[src/acf_pkg.sv]
// Package of constants and types for the conversion done flag block
package acf_pkg;
  localparam int NUM_POS = 16;
  localparam int RES_W = 12;
  localparam int AXI_AW = 8;
  localparam logic [1:0] RESP_OKAY = 2'h0;
  localparam logic [1:0] RESP_SLVERR = 2'h2;
  // ****************************************
  // Register byte addresses
  // ****************************************
  localparam logic [7:0] OFS_STATUS = 8'h00;
  localparam logic [7:0] OFS_CTRL = 8'h04;
  localparam logic [7:0] OFS_CMP_EN = 8'h08;
  localparam logic [7:0] OFS_SEQ_START = 8'h0C;
  localparam logic [7:0] OFS_IRQ_STATUS = 8'h10;
  localparam logic [7:0] OFS_IRQ_MASK = 8'h14;
  localparam logic [7:0] OFS_RESULT_BASE = 8'h40;
  localparam logic [7:0] OFS_RESULT_END = 8'h7C;
  // ****************************************
  // Field positions and reset values
  // ****************************************
  localparam int CTRL_FAST_CLR_BIT = 0;
  localparam int CTRL_CMP_IRQ_EN_BIT = 1;
  localparam int IRQ_DONE_BIT = 0;
  localparam int IRQ_CMP_BIT = 1;
  localparam logic [15:0] FLAGS_RESET = 16'h0000;
  localparam logic [1:0] CTRL_RESET = 2'h0;
  localparam logic [15:0] CMP_EN_RESET = 16'h0000;
  localparam logic [1:0] IRQ_RESET = 2'h0;
  localparam logic [RES_W-1:0] RESULT_RESET = 12'h000;
  typedef enum logic [1:0] {
    ACF_IDLE = 2'b00,
    ACF_RESP = 2'b01,
    ACF_DONE = 2'b11
  } acf_wstate_t;
endpackage

[src/acf_conv_if.sv]
// Interface carrying conversion end events into the flag logic
`timescale 1ns/1ns
interface acf_conv_if;
  import acf_pkg::*;
  logic done;
  logic [3:0] pos;
  logic cmp_en;
  logic match;
  modport src (output done, output pos, output cmp_en, output match);
  modport dst (input done, input pos, input cmp_en, input match);
endinterface

[src/acf_flag_bank.sv]
// Sixteen conversion done flags with set and clear priorities
`timescale 1ns/1ns
module acf_flag_bank (
  input wire logic clk,
  input wire logic rst,
  acf_conv_if.dst conv,
  input wire logic seq_start,
  input wire logic [15:0] w1c_mask,
  input wire logic [15:0] res_rd_clr,
  input wire logic [15:0] res_wr_clr,
  output logic [15:0] conv_done_flag,
  output logic [15:0] set_vec
);
  import acf_pkg::*;
  genvar g;
  generate
    for (g = 0; g < NUM_POS; g++) begin : g_flag
      // set on done, gated by compare
      assign set_vec[g] = conv.done && (conv.pos == 4'(g)) && (!conv.cmp_en || conv.match);
      always_ff @(posedge clk) begin
        if (rst) begin
          conv_done_flag[g] <= 1'b0;
        end else if (seq_start) begin
          conv_done_flag[g] <= 1'b0;
        end else if (set_vec[g]) begin
          conv_done_flag[g] <= 1'b1;
        end else if (w1c_mask[g] || res_rd_clr[g] || res_wr_clr[g]) begin
          conv_done_flag[g] <= 1'b0;
        end
      end
    end
  endgenerate
endmodule

[src/acf_top.sv]
// Conversion done status flags with AXI4-Lite register access
`timescale 1ns/1ns
module acf_top (
  input wire logic REF_CLK,
  input wire logic RESET,
  input wire logic CONV_DONE,
  input wire logic [3:0] CONV_POS,
  input wire logic [acf_pkg::RES_W-1:0] CONV_RESULT,
  input wire logic S_AXI_AWVALID,
  output logic S_AXI_AWREADY,
  input wire logic [acf_pkg::AXI_AW-1:0] S_AXI_AWADDR,
  input wire logic [2:0] S_AXI_AWPROT,
  input wire logic S_AXI_WVALID,
  output logic S_AXI_WREADY,
  input wire logic [31:0] S_AXI_WDATA,
  input wire logic [3:0] S_AXI_WSTRB,
  output logic S_AXI_BVALID,
  input wire logic S_AXI_BREADY,
  output logic [1:0] S_AXI_BRESP,
  input wire logic S_AXI_ARVALID,
  output logic S_AXI_ARREADY,
  input wire logic [acf_pkg::AXI_AW-1:0] S_AXI_ARADDR,
  input wire logic [2:0] S_AXI_ARPROT,
  output logic S_AXI_RVALID,
  input wire logic S_AXI_RREADY,
  output logic [31:0] S_AXI_RDATA,
  output logic [1:0] S_AXI_RRESP,
  output logic [15:0] CONV_DONE_FLAG,
  output logic IRQ
);
  import acf_pkg::*;

  // ****************************************
  // Decode helpers
  // ****************************************
  function automatic logic is_result(input logic [AXI_AW-1:0] a);
    return (a >= OFS_RESULT_BASE) && (a <= OFS_RESULT_END) && (a[1:0] == 2'h0);
  endfunction
  function automatic logic [3:0] result_idx(input logic [AXI_AW-1:0] a);
    return a[5:2];
  endfunction
  function automatic logic known(input logic [AXI_AW-1:0] a);
    return is_result(a) || a == OFS_STATUS || a == OFS_CTRL || a == OFS_CMP_EN
      || a == OFS_SEQ_START || a == OFS_IRQ_STATUS || a == OFS_IRQ_MASK;
  endfunction

  logic [RES_W-1:0] result_register [NUM_POS];
  logic fast_flag_clear;
  logic compare_irq_enable;
  logic [15:0] compare_enable_register;
  logic [15:0] compare_operator_select;
  logic [1:0] irq_status;
  logic [1:0] irq_mask;
  logic [15:0] flags;
  logic [15:0] set_vec;

  // ****************************************
  // Write channel
  // ****************************************
  acf_wstate_t wstate;
  logic aw_held;
  logic w_held;
  logic [AXI_AW-1:0] aw_addr;
  logic [31:0] w_data;
  logic [3:0] w_strb;
  logic wr_fire;

  always_ff @(posedge REF_CLK) begin
    if (RESET) begin
      aw_held <= 1'b0;
      aw_addr <= '0;
    end else if (S_AXI_AWVALID && S_AXI_AWREADY) begin
      aw_held <= 1'b1;
      aw_addr <= S_AXI_AWADDR;
    end else if (wr_fire) begin
      aw_held <= 1'b0;
    end
  end

  always_ff @(posedge REF_CLK) begin
    if (RESET) begin
      w_held <= 1'b0;
      w_data <= '0;
      w_strb <= '0;
    end else if (S_AXI_WVALID && S_AXI_WREADY) begin
      w_held <= 1'b1;
      w_data <= S_AXI_WDATA;
      w_strb <= S_AXI_WSTRB;
    end else if (wr_fire) begin
      w_held <= 1'b0;
    end
  end

  assign wr_fire = aw_held && w_held && (wstate == ACF_IDLE);

  always_ff @(posedge REF_CLK) begin
    if (RESET) begin
      S_AXI_AWREADY <= 1'b0;
      S_AXI_WREADY <= 1'b0;
    end else begin
      S_AXI_AWREADY <= !aw_held && !(S_AXI_AWVALID && S_AXI_AWREADY) && wstate == ACF_IDLE;
      S_AXI_WREADY <= !w_held && !(S_AXI_WVALID && S_AXI_WREADY) && wstate == ACF_IDLE;
    end
  end

  always_ff @(posedge REF_CLK) begin
    if (RESET) begin
      wstate <= ACF_IDLE;
      S_AXI_BVALID <= 1'b0;
      S_AXI_BRESP <= RESP_OKAY;
    end else begin
      case (wstate)
        ACF_IDLE: begin
          if (wr_fire) begin
            wstate <= ACF_RESP;
            S_AXI_BVALID <= 1'b1;
            S_AXI_BRESP <= known(aw_addr) ? RESP_OKAY : RESP_SLVERR;
          end
        end
        ACF_RESP: begin
          if (S_AXI_BREADY) begin
            S_AXI_BVALID <= 1'b0;
            wstate <= ACF_DONE;
          end
        end
        ACF_DONE: begin
          wstate <= ACF_IDLE;
        end
        default: begin
          wstate <= ACF_IDLE;
          S_AXI_BVALID <= 1'b0;
        end
      endcase
    end
  end

  logic lo_en;
  logic hi_en;
  assign lo_en = wr_fire && w_strb[0];
  assign hi_en = wr_fire && w_strb[1];

  // ****************************************
  // Control registers
  // ****************************************
  always_ff @(posedge REF_CLK) begin
    if (RESET) begin
      fast_flag_clear <= CTRL_RESET[CTRL_FAST_CLR_BIT];
      compare_irq_enable <= CTRL_RESET[CTRL_CMP_IRQ_EN_BIT];
    end else if (lo_en && aw_addr == OFS_CTRL) begin
      fast_flag_clear <= w_data[CTRL_FAST_CLR_BIT];
      compare_irq_enable <= w_data[CTRL_CMP_IRQ_EN_BIT];
    end
  end

  always_ff @(posedge REF_CLK) begin
    if (RESET) begin
      compare_enable_register <= CMP_EN_RESET;
      compare_operator_select <= CMP_EN_RESET;
    end else if (aw_addr == OFS_CMP_EN) begin
      if (lo_en) begin
        compare_enable_register[7:0] <= w_data[7:0];
      end
      if (hi_en) begin
        compare_enable_register[15:8] <= w_data[15:8];
      end
      if (wr_fire && w_strb[2]) begin
        compare_operator_select[7:0] <= w_data[23:16];
      end
      if (wr_fire && w_strb[3]) begin
        compare_operator_select[15:8] <= w_data[31:24];
      end
    end
  end

  always_ff @(posedge REF_CLK) begin
    if (RESET) begin
      irq_mask <= IRQ_RESET;
    end else if (lo_en && aw_addr == OFS_IRQ_MASK) begin
      irq_mask <= w_data[1:0];
    end
  end

  // ****************************************
  // Conversion path and result registers
  // ****************************************
  logic cmp_on;
  logic cmp_true;
  assign cmp_on = compare_enable_register[CONV_POS];
  // Operator select: one means greater than, zero means less or equal
  assign cmp_true = compare_operator_select[CONV_POS] ? (CONV_RESULT > result_register[CONV_POS])
                                                      : (CONV_RESULT <= result_register[CONV_POS]);

  acf_conv_if conv_bus();
  assign conv_bus.done = CONV_DONE;
  assign conv_bus.pos = CONV_POS;
  assign conv_bus.cmp_en = cmp_on;
  assign conv_bus.match = cmp_true;

  genvar g;
  generate
    for (g = 0; g < NUM_POS; g++) begin : g_res
      always_ff @(posedge REF_CLK) begin
        if (RESET) begin
          result_register[g] <= RESULT_RESET;
        end else if (wr_fire && is_result(aw_addr) && result_idx(aw_addr) == 4'(g)
                     && compare_enable_register[g]) begin
          // Compare value writable only while compare is on
          result_register[g] <= w_data[RES_W-1:0];
        end else if (CONV_DONE && CONV_POS == 4'(g) && !compare_enable_register[g]) begin
          result_register[g] <= CONV_RESULT;
        end
      end
    end
  endgenerate

  // ****************************************
  // Flag clearing sources
  // ****************************************
  logic seq_start;
  logic [15:0] w1c_mask;
  logic [15:0] res_rd_clr;
  logic [15:0] res_wr_clr;
  logic rd_take;
  logic [AXI_AW-1:0] rd_addr;

  assign seq_start = wr_fire && aw_addr == OFS_SEQ_START;
  assign w1c_mask = (wr_fire && aw_addr == OFS_STATUS && !fast_flag_clear)
                    ? {w_strb[1] ? w_data[15:8] : 8'h00, w_strb[0] ? w_data[7:0] : 8'h00} : 16'h0000;
  generate
    for (g = 0; g < NUM_POS; g++) begin : g_clr
      assign res_rd_clr[g] = rd_take && fast_flag_clear && is_result(rd_addr)
                             && result_idx(rd_addr) == 4'(g) && !compare_enable_register[g];
      assign res_wr_clr[g] = wr_fire && fast_flag_clear && is_result(aw_addr)
                             && result_idx(aw_addr) == 4'(g) && compare_enable_register[g];
    end
  endgenerate

  acf_flag_bank u_flags (
    .clk(REF_CLK),
    .rst(RESET),
    .conv(conv_bus),
    .seq_start(seq_start),
    .w1c_mask(w1c_mask),
    .res_rd_clr(res_rd_clr),
    .res_wr_clr(res_wr_clr),
    .conv_done_flag(flags),
    .set_vec(set_vec)
  );

  always_ff @(posedge REF_CLK) begin
    if (RESET) begin
      CONV_DONE_FLAG <= FLAGS_RESET;
    end else begin
      CONV_DONE_FLAG <= flags;
    end
  end

  // ****************************************
  // Read channel
  // ****************************************
  assign rd_take = S_AXI_ARVALID && S_AXI_ARREADY;
  assign rd_addr = S_AXI_ARADDR;
  logic irq_rd_clr;
  assign irq_rd_clr = rd_take && rd_addr == OFS_IRQ_STATUS;

  always_ff @(posedge REF_CLK) begin
    if (RESET) begin
      S_AXI_ARREADY <= 1'b0;
      S_AXI_RVALID <= 1'b0;
      S_AXI_RDATA <= 32'h0000_0000;
      S_AXI_RRESP <= RESP_OKAY;
    end else if (S_AXI_RVALID) begin
      if (S_AXI_RREADY) begin
        S_AXI_RVALID <= 1'b0;
      end
    end else if (rd_take) begin
      S_AXI_ARREADY <= 1'b0;
      S_AXI_RVALID <= 1'b1;
      S_AXI_RRESP <= known(rd_addr) ? RESP_OKAY : RESP_SLVERR;
      if (is_result(rd_addr)) begin
        S_AXI_RDATA <= {20'h00000, result_register[result_idx(rd_addr)]};
      end else begin
        case (rd_addr)
          OFS_STATUS: S_AXI_RDATA <= {16'h0000, flags};
          OFS_CTRL: S_AXI_RDATA <= {30'h0000_0000, compare_irq_enable, fast_flag_clear};
          OFS_CMP_EN: S_AXI_RDATA <= {compare_operator_select, compare_enable_register};
          OFS_IRQ_STATUS: S_AXI_RDATA <= {30'h0000_0000, irq_status};
          OFS_IRQ_MASK: S_AXI_RDATA <= {30'h0000_0000, irq_mask};
          default: S_AXI_RDATA <= 32'h0000_0000;
        endcase
      end
    end else begin
      S_AXI_ARREADY <= 1'b1;
    end
  end

  // ****************************************
  // Interrupts
  // ****************************************
  logic ev_done;
  logic ev_cmp;
  assign ev_done = |set_vec && !seq_start;
  assign ev_cmp = |set_vec && cmp_on && compare_irq_enable && !seq_start;

  always_ff @(posedge REF_CLK) begin
    if (RESET) begin
      irq_status <= IRQ_RESET;
    end else begin
      // Set beats read clear
      irq_status[IRQ_DONE_BIT] <= ev_done || (irq_status[IRQ_DONE_BIT] && !irq_rd_clr);
      irq_status[IRQ_CMP_BIT] <= ev_cmp || (irq_status[IRQ_CMP_BIT] && !irq_rd_clr);
    end
  end

  always_ff @(posedge REF_CLK) begin
    if (RESET) begin
      IRQ <= 1'b0;
    end else begin
      IRQ <= |(irq_status & irq_mask);
    end
  end
endmodule

[config.mk]
export PLATFORM = sky130hd
export DESIGN_NAME = acf_top
export DESIGN_NICKNAME = d
export VERILOG_FILES = /design/src/acf_pkg.sv /design/src/acf_conv_if.sv /design/src/acf_flag_bank.sv /design/src/acf_top.sv
export SDC_FILE = /design/constraint.sdc
export NUM_CORES = 1
export LEC_CHECK = 0
export BUFFER_PORTS_ARGS = -buffer_cell sky130_fd_sc_hd__buf_2
export CORE_MARGIN = 2
export CORE_UTILIZATION = 25
export DETAILED_ROUTE_END_ITERATION = 10
export PLACE_DENSITY = 0.4
export SLEW_MARGIN = 30
export SYNTH_ARGS = -nofsm -noshare
export SYNTH_HDL_FRONTEND = slang
export SYNTH_SLANG_ARGS = --single-unit
[constraint.sdc]
create_clock -name REF_CLK -period 5.9 [get_ports REF_CLK]
set_input_delay 1.18 -clock REF_CLK [delete_from_list [all_inputs] [get_ports REF_CLK]]
set_output_delay 1.18 -clock REF_CLK [all_outputs]
set_load 0.02 [all_outputs]
==> results.sh, run 1 <==
export IMPL_crit_required_ns=6.33
export IMPL_drc_errors=0
export IMPL_p_leak_nw=7.35
export IMPL_setup_worst_path_class="in2reg"
export IMPL_final_instance_count_excl_fill=2607
export IMPL_fmax_mhz=226
export IMPL_synth_cells=1565
export IMPL_synthMuxAreaShare=0.166
export IMPL_clockRootBuffer="clkbuf_16"
export IMPL_async_flop_share=0
export IMPL_fin_util=0.296
export IMPL_numCtsBuffers=44
export IMPL_syn_avg_cell_area_um2=11.6
export IMPL_cp_max_fo=27
export IMPL_worstPathArrival_ns=4.85
export IMPL_numClockSinks=350
export IMPL_antenna_found_initial=1
export IMPL_via_per_inst=5.32
export IMPL_drtAntennaViolNets=0
export IMPL_drt_total_wl_um=67400
export IMPL_pre_cts_ws_ns=0.903
export IMPL_dp_cells=2526
export IMPL_ir_worst_vdd_mv=0.177
export IMPL_p_comb_frac=0.107
export IMPL_maxSlewHeadroom=0.322
export IMPL_syn_cell_area_um2=18100
export IMPL_fin_crit_ns=4.42
export IMPL_setup_tns_ns=0
export IMPL_setup_viol=0
export IMPL_sw_frac_of_total=0.266
export IMPL_initial_utilization=0.253
export IMPL_die_h_um=273
export IMPL_total_power_mw=5.99
export IMPL_overflow=0
export IMPL_worst_pin_slew_ns=1.00
export IMPL_gr_usage_all_layers=0.179
export IMPL_startpoint_type="primary input"
export IMPL_fp_coreArea_um2=71600
export IMPL_p_int_mw=4.40
export IMPL_whs_ns=0.455
export IMPL_drt_initial_drc_count=1277
export IMPL_fin_crit_sh=0.750
export IMPL_fin_area_um2=21200
export IMPL_ios=140
export IMPL_synth_top_family_by_area="compound AO/OA/AOI/OAI gates"
export IMPL_seqPwrFrac=0.456
export IMPL_clkPwrFrac=0.437
export IMPL_layout_setup_ws_ns=1.48
export IMPL_dr_pass1_iters=5
export IMPL_grt_pass1_vias=13800
export IMPL_finalHoldViolCount=0
export IMPL_ys_warn_count=0
export IMPL_synthAdderAreaFrac=0.00829
export IMPL_synth_edf_count=192
export IMPL_layout_nets=1716
export IMPL_power_density_nw_per_um2=283
export IMPL_fp_dieArea_um2=74600
export IMPL_die_w_um=273
export IMPL_cts_hold_buffers=0
export IMPL_gp_congestion=0.909
export IMPL_cts_buffer_depth=3
export IMPL_clock_latency_ns=0.59
export IMPL_synthSimpleGateAreaFrac=0.119
export IMPL_area_growth_pct=16.8
export IMPL_outcome="complete, no violations"
export IMPL_synth_compound_area_frac=0.171
export IMPL_grt_max_degree=54
export IMPL_maxCapViolCount=0
export IMPL_synth_xor_area_frac=0.000898
export IMPL_synthFlopType="edfxtp_1"
export IMPL_cts_htree_levels=2
export IMPL_layout_drive_gt1_share=0.250
export IMPL_rsz0062_at_grt="no"
export IMPL_grt_pass1_wl_um=98300
export IMPL_dpl_cell_area_um2=19800
export IMPL_port_buffer_count=131
export IMPL_clkSlewWorstSetupHoldPaths_ns=0.06
export IMPL_finClkSkew_ns=0.0304
export IMPL_drv_slew=0
export IMPL_end_kind="register"
export IMPL_rows=98
export IMPL_dpl_hpwl_um=48800
export IMPL_cts_resized_gates=0
export IMPL_ys_types=63
export IMPL_cts_setup_buffers=0
export IMPL_ys_ff_latch=350
export IMPL_p_switching_mw=1.59
export IMPL_synth_seq_area_share=0.493
export IMPL_vias=13900
export IMPL_hold_class="reg2reg"
export IMPL_cts_tree="built"
export IMPL_detail_route_wl_per_cell_um=25.9
==> cell type report <==
type / instances / area, µm²
fill: 7349 / 50400
sequential: 350 / 8930
multi-input combinational: 1025 / 8500
clock buffer: 59 / 1220
tap: 950 / 1190
timing repair buffer: 185 / 1110
clock inverter: 21 / 161
inverter: 16 / 60.1
antenna: 1 / 2.50
==> power by group through the flow <==
stage,clock network (mW),logic (mW),registers [mW]
floorplan,0,0.405,2.75
global placement,0,0.636,2.78
detailed placement,0,0.640,2.78
CTS,2.69,0.642,2.73
global route,2.79,0.685,2.74
finish,2.62,0.639,2.73
==> logic make-up after synthesis <==
family	after synthesis
flops	350
mux	137
xor+xnor	1
buf+inv	191
simple gates	459
other cells	1
fa+ha+maj	12
compound gates	414
==> flip-flops by register name, summed over array words and instances, names as in the netlist, 2 cells and up <==
name,flops
compare_enable_register,16
compare_operator_select,16
w_data,32
CONV_DONE_FLAG,16
irq_mask,2
u_flags.conv_done_flag,16
aw_addr,8
result_register,192
w_strb,4
S_AXI_RDATA,32
irq_status,2
wstate,2
==> cells in the final DEF (no fill, tap or decap), types with 11 or more instances in the layout <==
cell	instances
a21oi_1	120
a22o_1	205
buf_2	127
buf_4	55
clkbuf_16	44
dfxtp_1	154
edfxtp_1	192
ha_1	12
inv_1	16
mux4_2	130
nand2_1	186
nand2b_1	18
nand3_1	61
nor2_1	55
nor2b_1	23
nor3_1	52
o211ai_1	16
o21ai_1	12
or3_1	11
==> worst max-delay path, stage by stage <==
cell and delay, ns:
buf_2 0.71, buf_12 0.26, mux4_2 0.34, mux4_2 0.47
inv_1 0.07, ha_1 0.25, a21oi_1 0.26, o21ai_0 0.13
o41ai_1 0.41, buf_4 0.22, xor2_2 0.14, buf_4 0.26
o31ai_1 0.11
==> per-layer routing <==
layer  vias to the layer above  wire (µm)  GRT usage
li1                       6197          -          -
met2                       492      31300      0.285
met4                         0       1930     0.0523
met5                         -          0          0
met1                      7077      29600      0.246
met3                        92       4520     0.0354
==> synth_stat cells (4+ instances only) <==
| master | instances | area share |
|---|---|---|
| a22o_1 | 205 | 0.099 |
| edfxtp_1 | 192 | 0.32 |
| nand2_1 | 186 | 0.039 |
| dfxtp_1 | 158 | 0.17 |
| mux4_2 | 130 | 0.16 |
| a21oi_1 | 121 | 0.033 |
| clkbuf_1 | 118 | 0.024 |
| nor2_1 | 65 | 0.013 |
| nand3_1 | 61 | 0.017 |
| nor3_1 | 53 | 0.015 |
| buf_2 | 31 | 0.0086 |
| nor2b_1 | 24 | 0.0083 |
| buf_1 | 22 | 0.0046 |
| nand2b_1 | 18 | 0.0062 |
| inv_1 | 16 | 0.0033 |
| o211ai_1 | 16 | 0.0066 |
| o21ai_0 | 14 | 0.0039 |
| ha_1 | 12 | 0.0083 |
| or3_1 | 11 | 0.0038 |
| a221o_1 | 10 | 0.0055 |
| and3_1 | 7 | 0.0024 |
| nand4_1 | 7 | 0.0024 |
| o21ai_1 | 7 | 0.0019 |
| mux2i_1 | 6 | 0.0033 |
| nor4_1 | 5 | 0.0017 |
| a211oi_1 | 4 | 0.0017 |
| a32oi_1 | 4 | 0.0019 |
| a41oi_1 | 4 | 0.0019 |
| o2111ai_1 | 4 | 0.0019 |
| o31ai_1 | 4 | 0.0017 |
==> path summary, 6_finish.rpt <==
| check | startpoint | slack, ns | endpoint | depth (start not counted) |
|---|---|---|---|---|
| setup / recovery | CONV_POS[1] | 1.48 | irq_status[1] | 13 |
| setup reg to reg | result_register[8][1] | 2.52 | irq_status[1] | 12 |
| hold reg to reg | w_data[24] | 0.46 | w_data[24] | 2 |
| hold / removal | w_data[24] | 0.46 | w_data[24] | 2 |
Note: power is estimated with default switching activity, not from simulation.
==> run 2, diff against run 1 <==
- PLACE_DENSITY: 0.4 -> 0.41
- clock period: 5.9 -> 3.9 ns (I/O delays scaled with it)
==> run 2 against run 1 <==
  * Largest cell class unchanged
  * Sequential cell count is the same
  * Clock power up 63%
  * Wire length rose by 1.0%
  * Non-clock buffer count grew 44
  * Hold slack got worse by 0.022 ns
  * Register-to-register slack lost 1.9 ns
  * Clock-buffer cell count down 1
  * Combinational power rose by 55%
  * Sequential power increased by 52%
  * Critical endpoint is now u_flags.conv_done_flag[5]
  * Setup slack got worse by 1.1 ns
==> results.sh, run 2 (same netlist as run 1, synthesis figures left out) <==
export IMPL_cts_setup_buffers=0
export IMPL_cts_hold_buffers=0
export IMPL_drtAntennaViolNets=0
export IMPL_fin_util=0.302
export IMPL_via_per_inst=5.32
export IMPL_dp_cells=2570
export IMPL_dpl_hpwl_um=50300
export IMPL_finalHoldViolCount=0
export IMPL_cts_buffer_depth=3
export IMPL_end_kind="register"
export IMPL_worst_pin_slew_ns=1.06
export IMPL_fillerInstances=7325
export IMPL_final_instance_count_excl_fill=2649
export IMPL_crit_required_ns=4.35
export IMPL_p_leak_nw=7.63
export IMPL_clock_latency_ns=0.60
export IMPL_whs_ns=0.433
export IMPL_fin_crit_sh=0.914
export IMPL_seqCellArea_um2=8930
export IMPL_layout_nets=1760
export IMPL_final_common_cell="a22o_1"
export IMPL_die_h_um=273
export IMPL_port_buffer_count=131
export IMPL_power_density_nw_per_um2=435
export IMPL_numCtsBuffers=44
export IMPL_fmax_mhz=280
export IMPL_grt_pass1_vias=13900
export IMPL_most_common_layout_cells="205 x a22o_1, 192 x edfxtp_1, 186 x nand2_1"
export IMPL_fp_coreArea_um2=71600
export IMPL_setup_worst_path_class="in2reg"
export IMPL_grt_max_degree=65
export IMPL_reg_largest_list="result_register x192, S_AXI_RDATA x32, w_data x32"
export IMPL_diodes=0
export IMPL_grt_pass1_wl_um=98400
export IMPL_fp_dieArea_um2=74600
export IMPL_detail_route_wl_per_cell_um=25.7
export IMPL_layout_drive_gt1_share=0.264
export IMPL_worstPathArrival_ns=4.02
export IMPL_hold_class="in2reg"
export IMPL_largest_reg_flops=192
export IMPL_drt_total_wl_um=68100
export IMPL_antenna_found_initial=2
export IMPL_cp_max_fo=18
export IMPL_cts_htree_levels=2
export IMPL_cts_tree="built"
export IMPL_ios=140
export IMPL_ir_worst_vdd_mv=0.292
export IMPL_overflow=0
export IMPL_area_growth_pct=19.4
export IMPL_drc_errors=0
export IMPL_rows=98
export IMPL_startpoint_type="primary input"
export IMPL_clockRootBuffer="clkbuf_16"
export IMPL_dr_pass1_iters=5
export IMPL_clkSlewWorstSetupHoldPaths_ns=0.06
export IMPL_rsz0062_at_grt="no"
export IMPL_numClockSinks=350
export IMPL_drt_initial_drc_count=1379
export IMPL_initial_utilization=0.253
export IMPL_setup_viol=0
export IMPL_die_w_um=273
export IMPL_outcome="complete, no violations"
export IMPL_maxSlewHeadroom=0.284
export IMPL_total_power_mw=9.41
export IMPL_fin_crit_ns=3.57
export IMPL_gr_usage_all_layers=0.179
export IMPL_drv_slew=0
export IMPL_finClkSkew_ns=0.0420
export IMPL_gp_congestion=0.893
export IMPL_cts_resized_gates=0
export IMPL_multi_input_area_um2=8440
export IMPL_largest_register="result_register"
export IMPL_setup_tns_ns=0
export IMPL_maxCapViolCount=0
export IMPL_vias=14100
## run 2: cell types whose count changed in the layout (fill, tap and decap cells not counted), moves of 4 or more
cell       previous run  this run
bufinv_16             1         5
nor2_1               55        60
o21ai_2               5         1
buf_4                55        93
nor2_2               10         5
o21ai_1              12        17
buf_12                3         8
## run 2: path summary, 6_finish.rpt
check	startpoint	end	slack, ns	cells after the start
worst max register to register	result_register[8][11]	u_flags.conv_done_flag[5]	0.62	11
worst min register to register	S_AXI_RRESP[1]	S_AXI_RRESP[1]	0.45	1
worst min-delay path	S_AXI_WDATA[25]	w_data[25]	0.43	3
worst max-delay path	CONV_POS[0]	u_flags.conv_done_flag[5]	0.33	14
## run 2: power by group
group	switching (mW)	leakage, nW	internal (mW)
clock	1.70	0.740	2.57
sequential	0.136	3.27	4.02
combinational	0.585	3.62	0.405
## run 2: critical path, stage by stage
cell,delay [ns]
buf_4,0.28
buf_12,0.23
buf_4,0.16
mux4_2,0.50
mux4_2,0.46
inv_1,0.12
ha_1,0.27
a21oi_1,0.14
a21oi_1,0.09
o41ai_2,0.25
buf_4,0.22
xor2_2,0.18
buf_12,0.18
o211ai_1,0.11
## run 2: routing by layer
layer / vias to the layer above / track usage / wire length, µm
met3: 116 / 0.0379 / 4960
li1: 6278 / - / -
met4: 2 / 0.0598 / 2260
met1: 7146 / 0.247 / 29800
met2: 546 / 0.279 / 31100
met5: - / 0 / 13
## run 2: cell type report
| cell class | count | share of cell area |
|---|---|---|
| Multi-Input combinational cell | 1025 | 0.390 |
| Tap cell | 950 | 0.0550 |
| Sequential cell | 350 | 0.413 |
| Clock inverter | 21 | 0.0124 |
| Timing Repair Buffer | 229 | 0.0693 |
| Clock buffer | 58 | 0.0571 |
| Inverter | 16 | 0.00278 |
## run 2: per-stage QoR
| step | setup slack [ns] | instance area [µm²] |
|---|---|---|
| 2_1_floorplan | 0.0173 | 18200 |
| 3_3_place_gp | -0.260 | 20100 |
| 5_1_grt | 0.179 | 21600 |
| 6_report | 0.335 | 21600 |
| 3_5_place_dp | -0.269 | 20100 |
| 4_1_cts | 0.343 | 21600 |
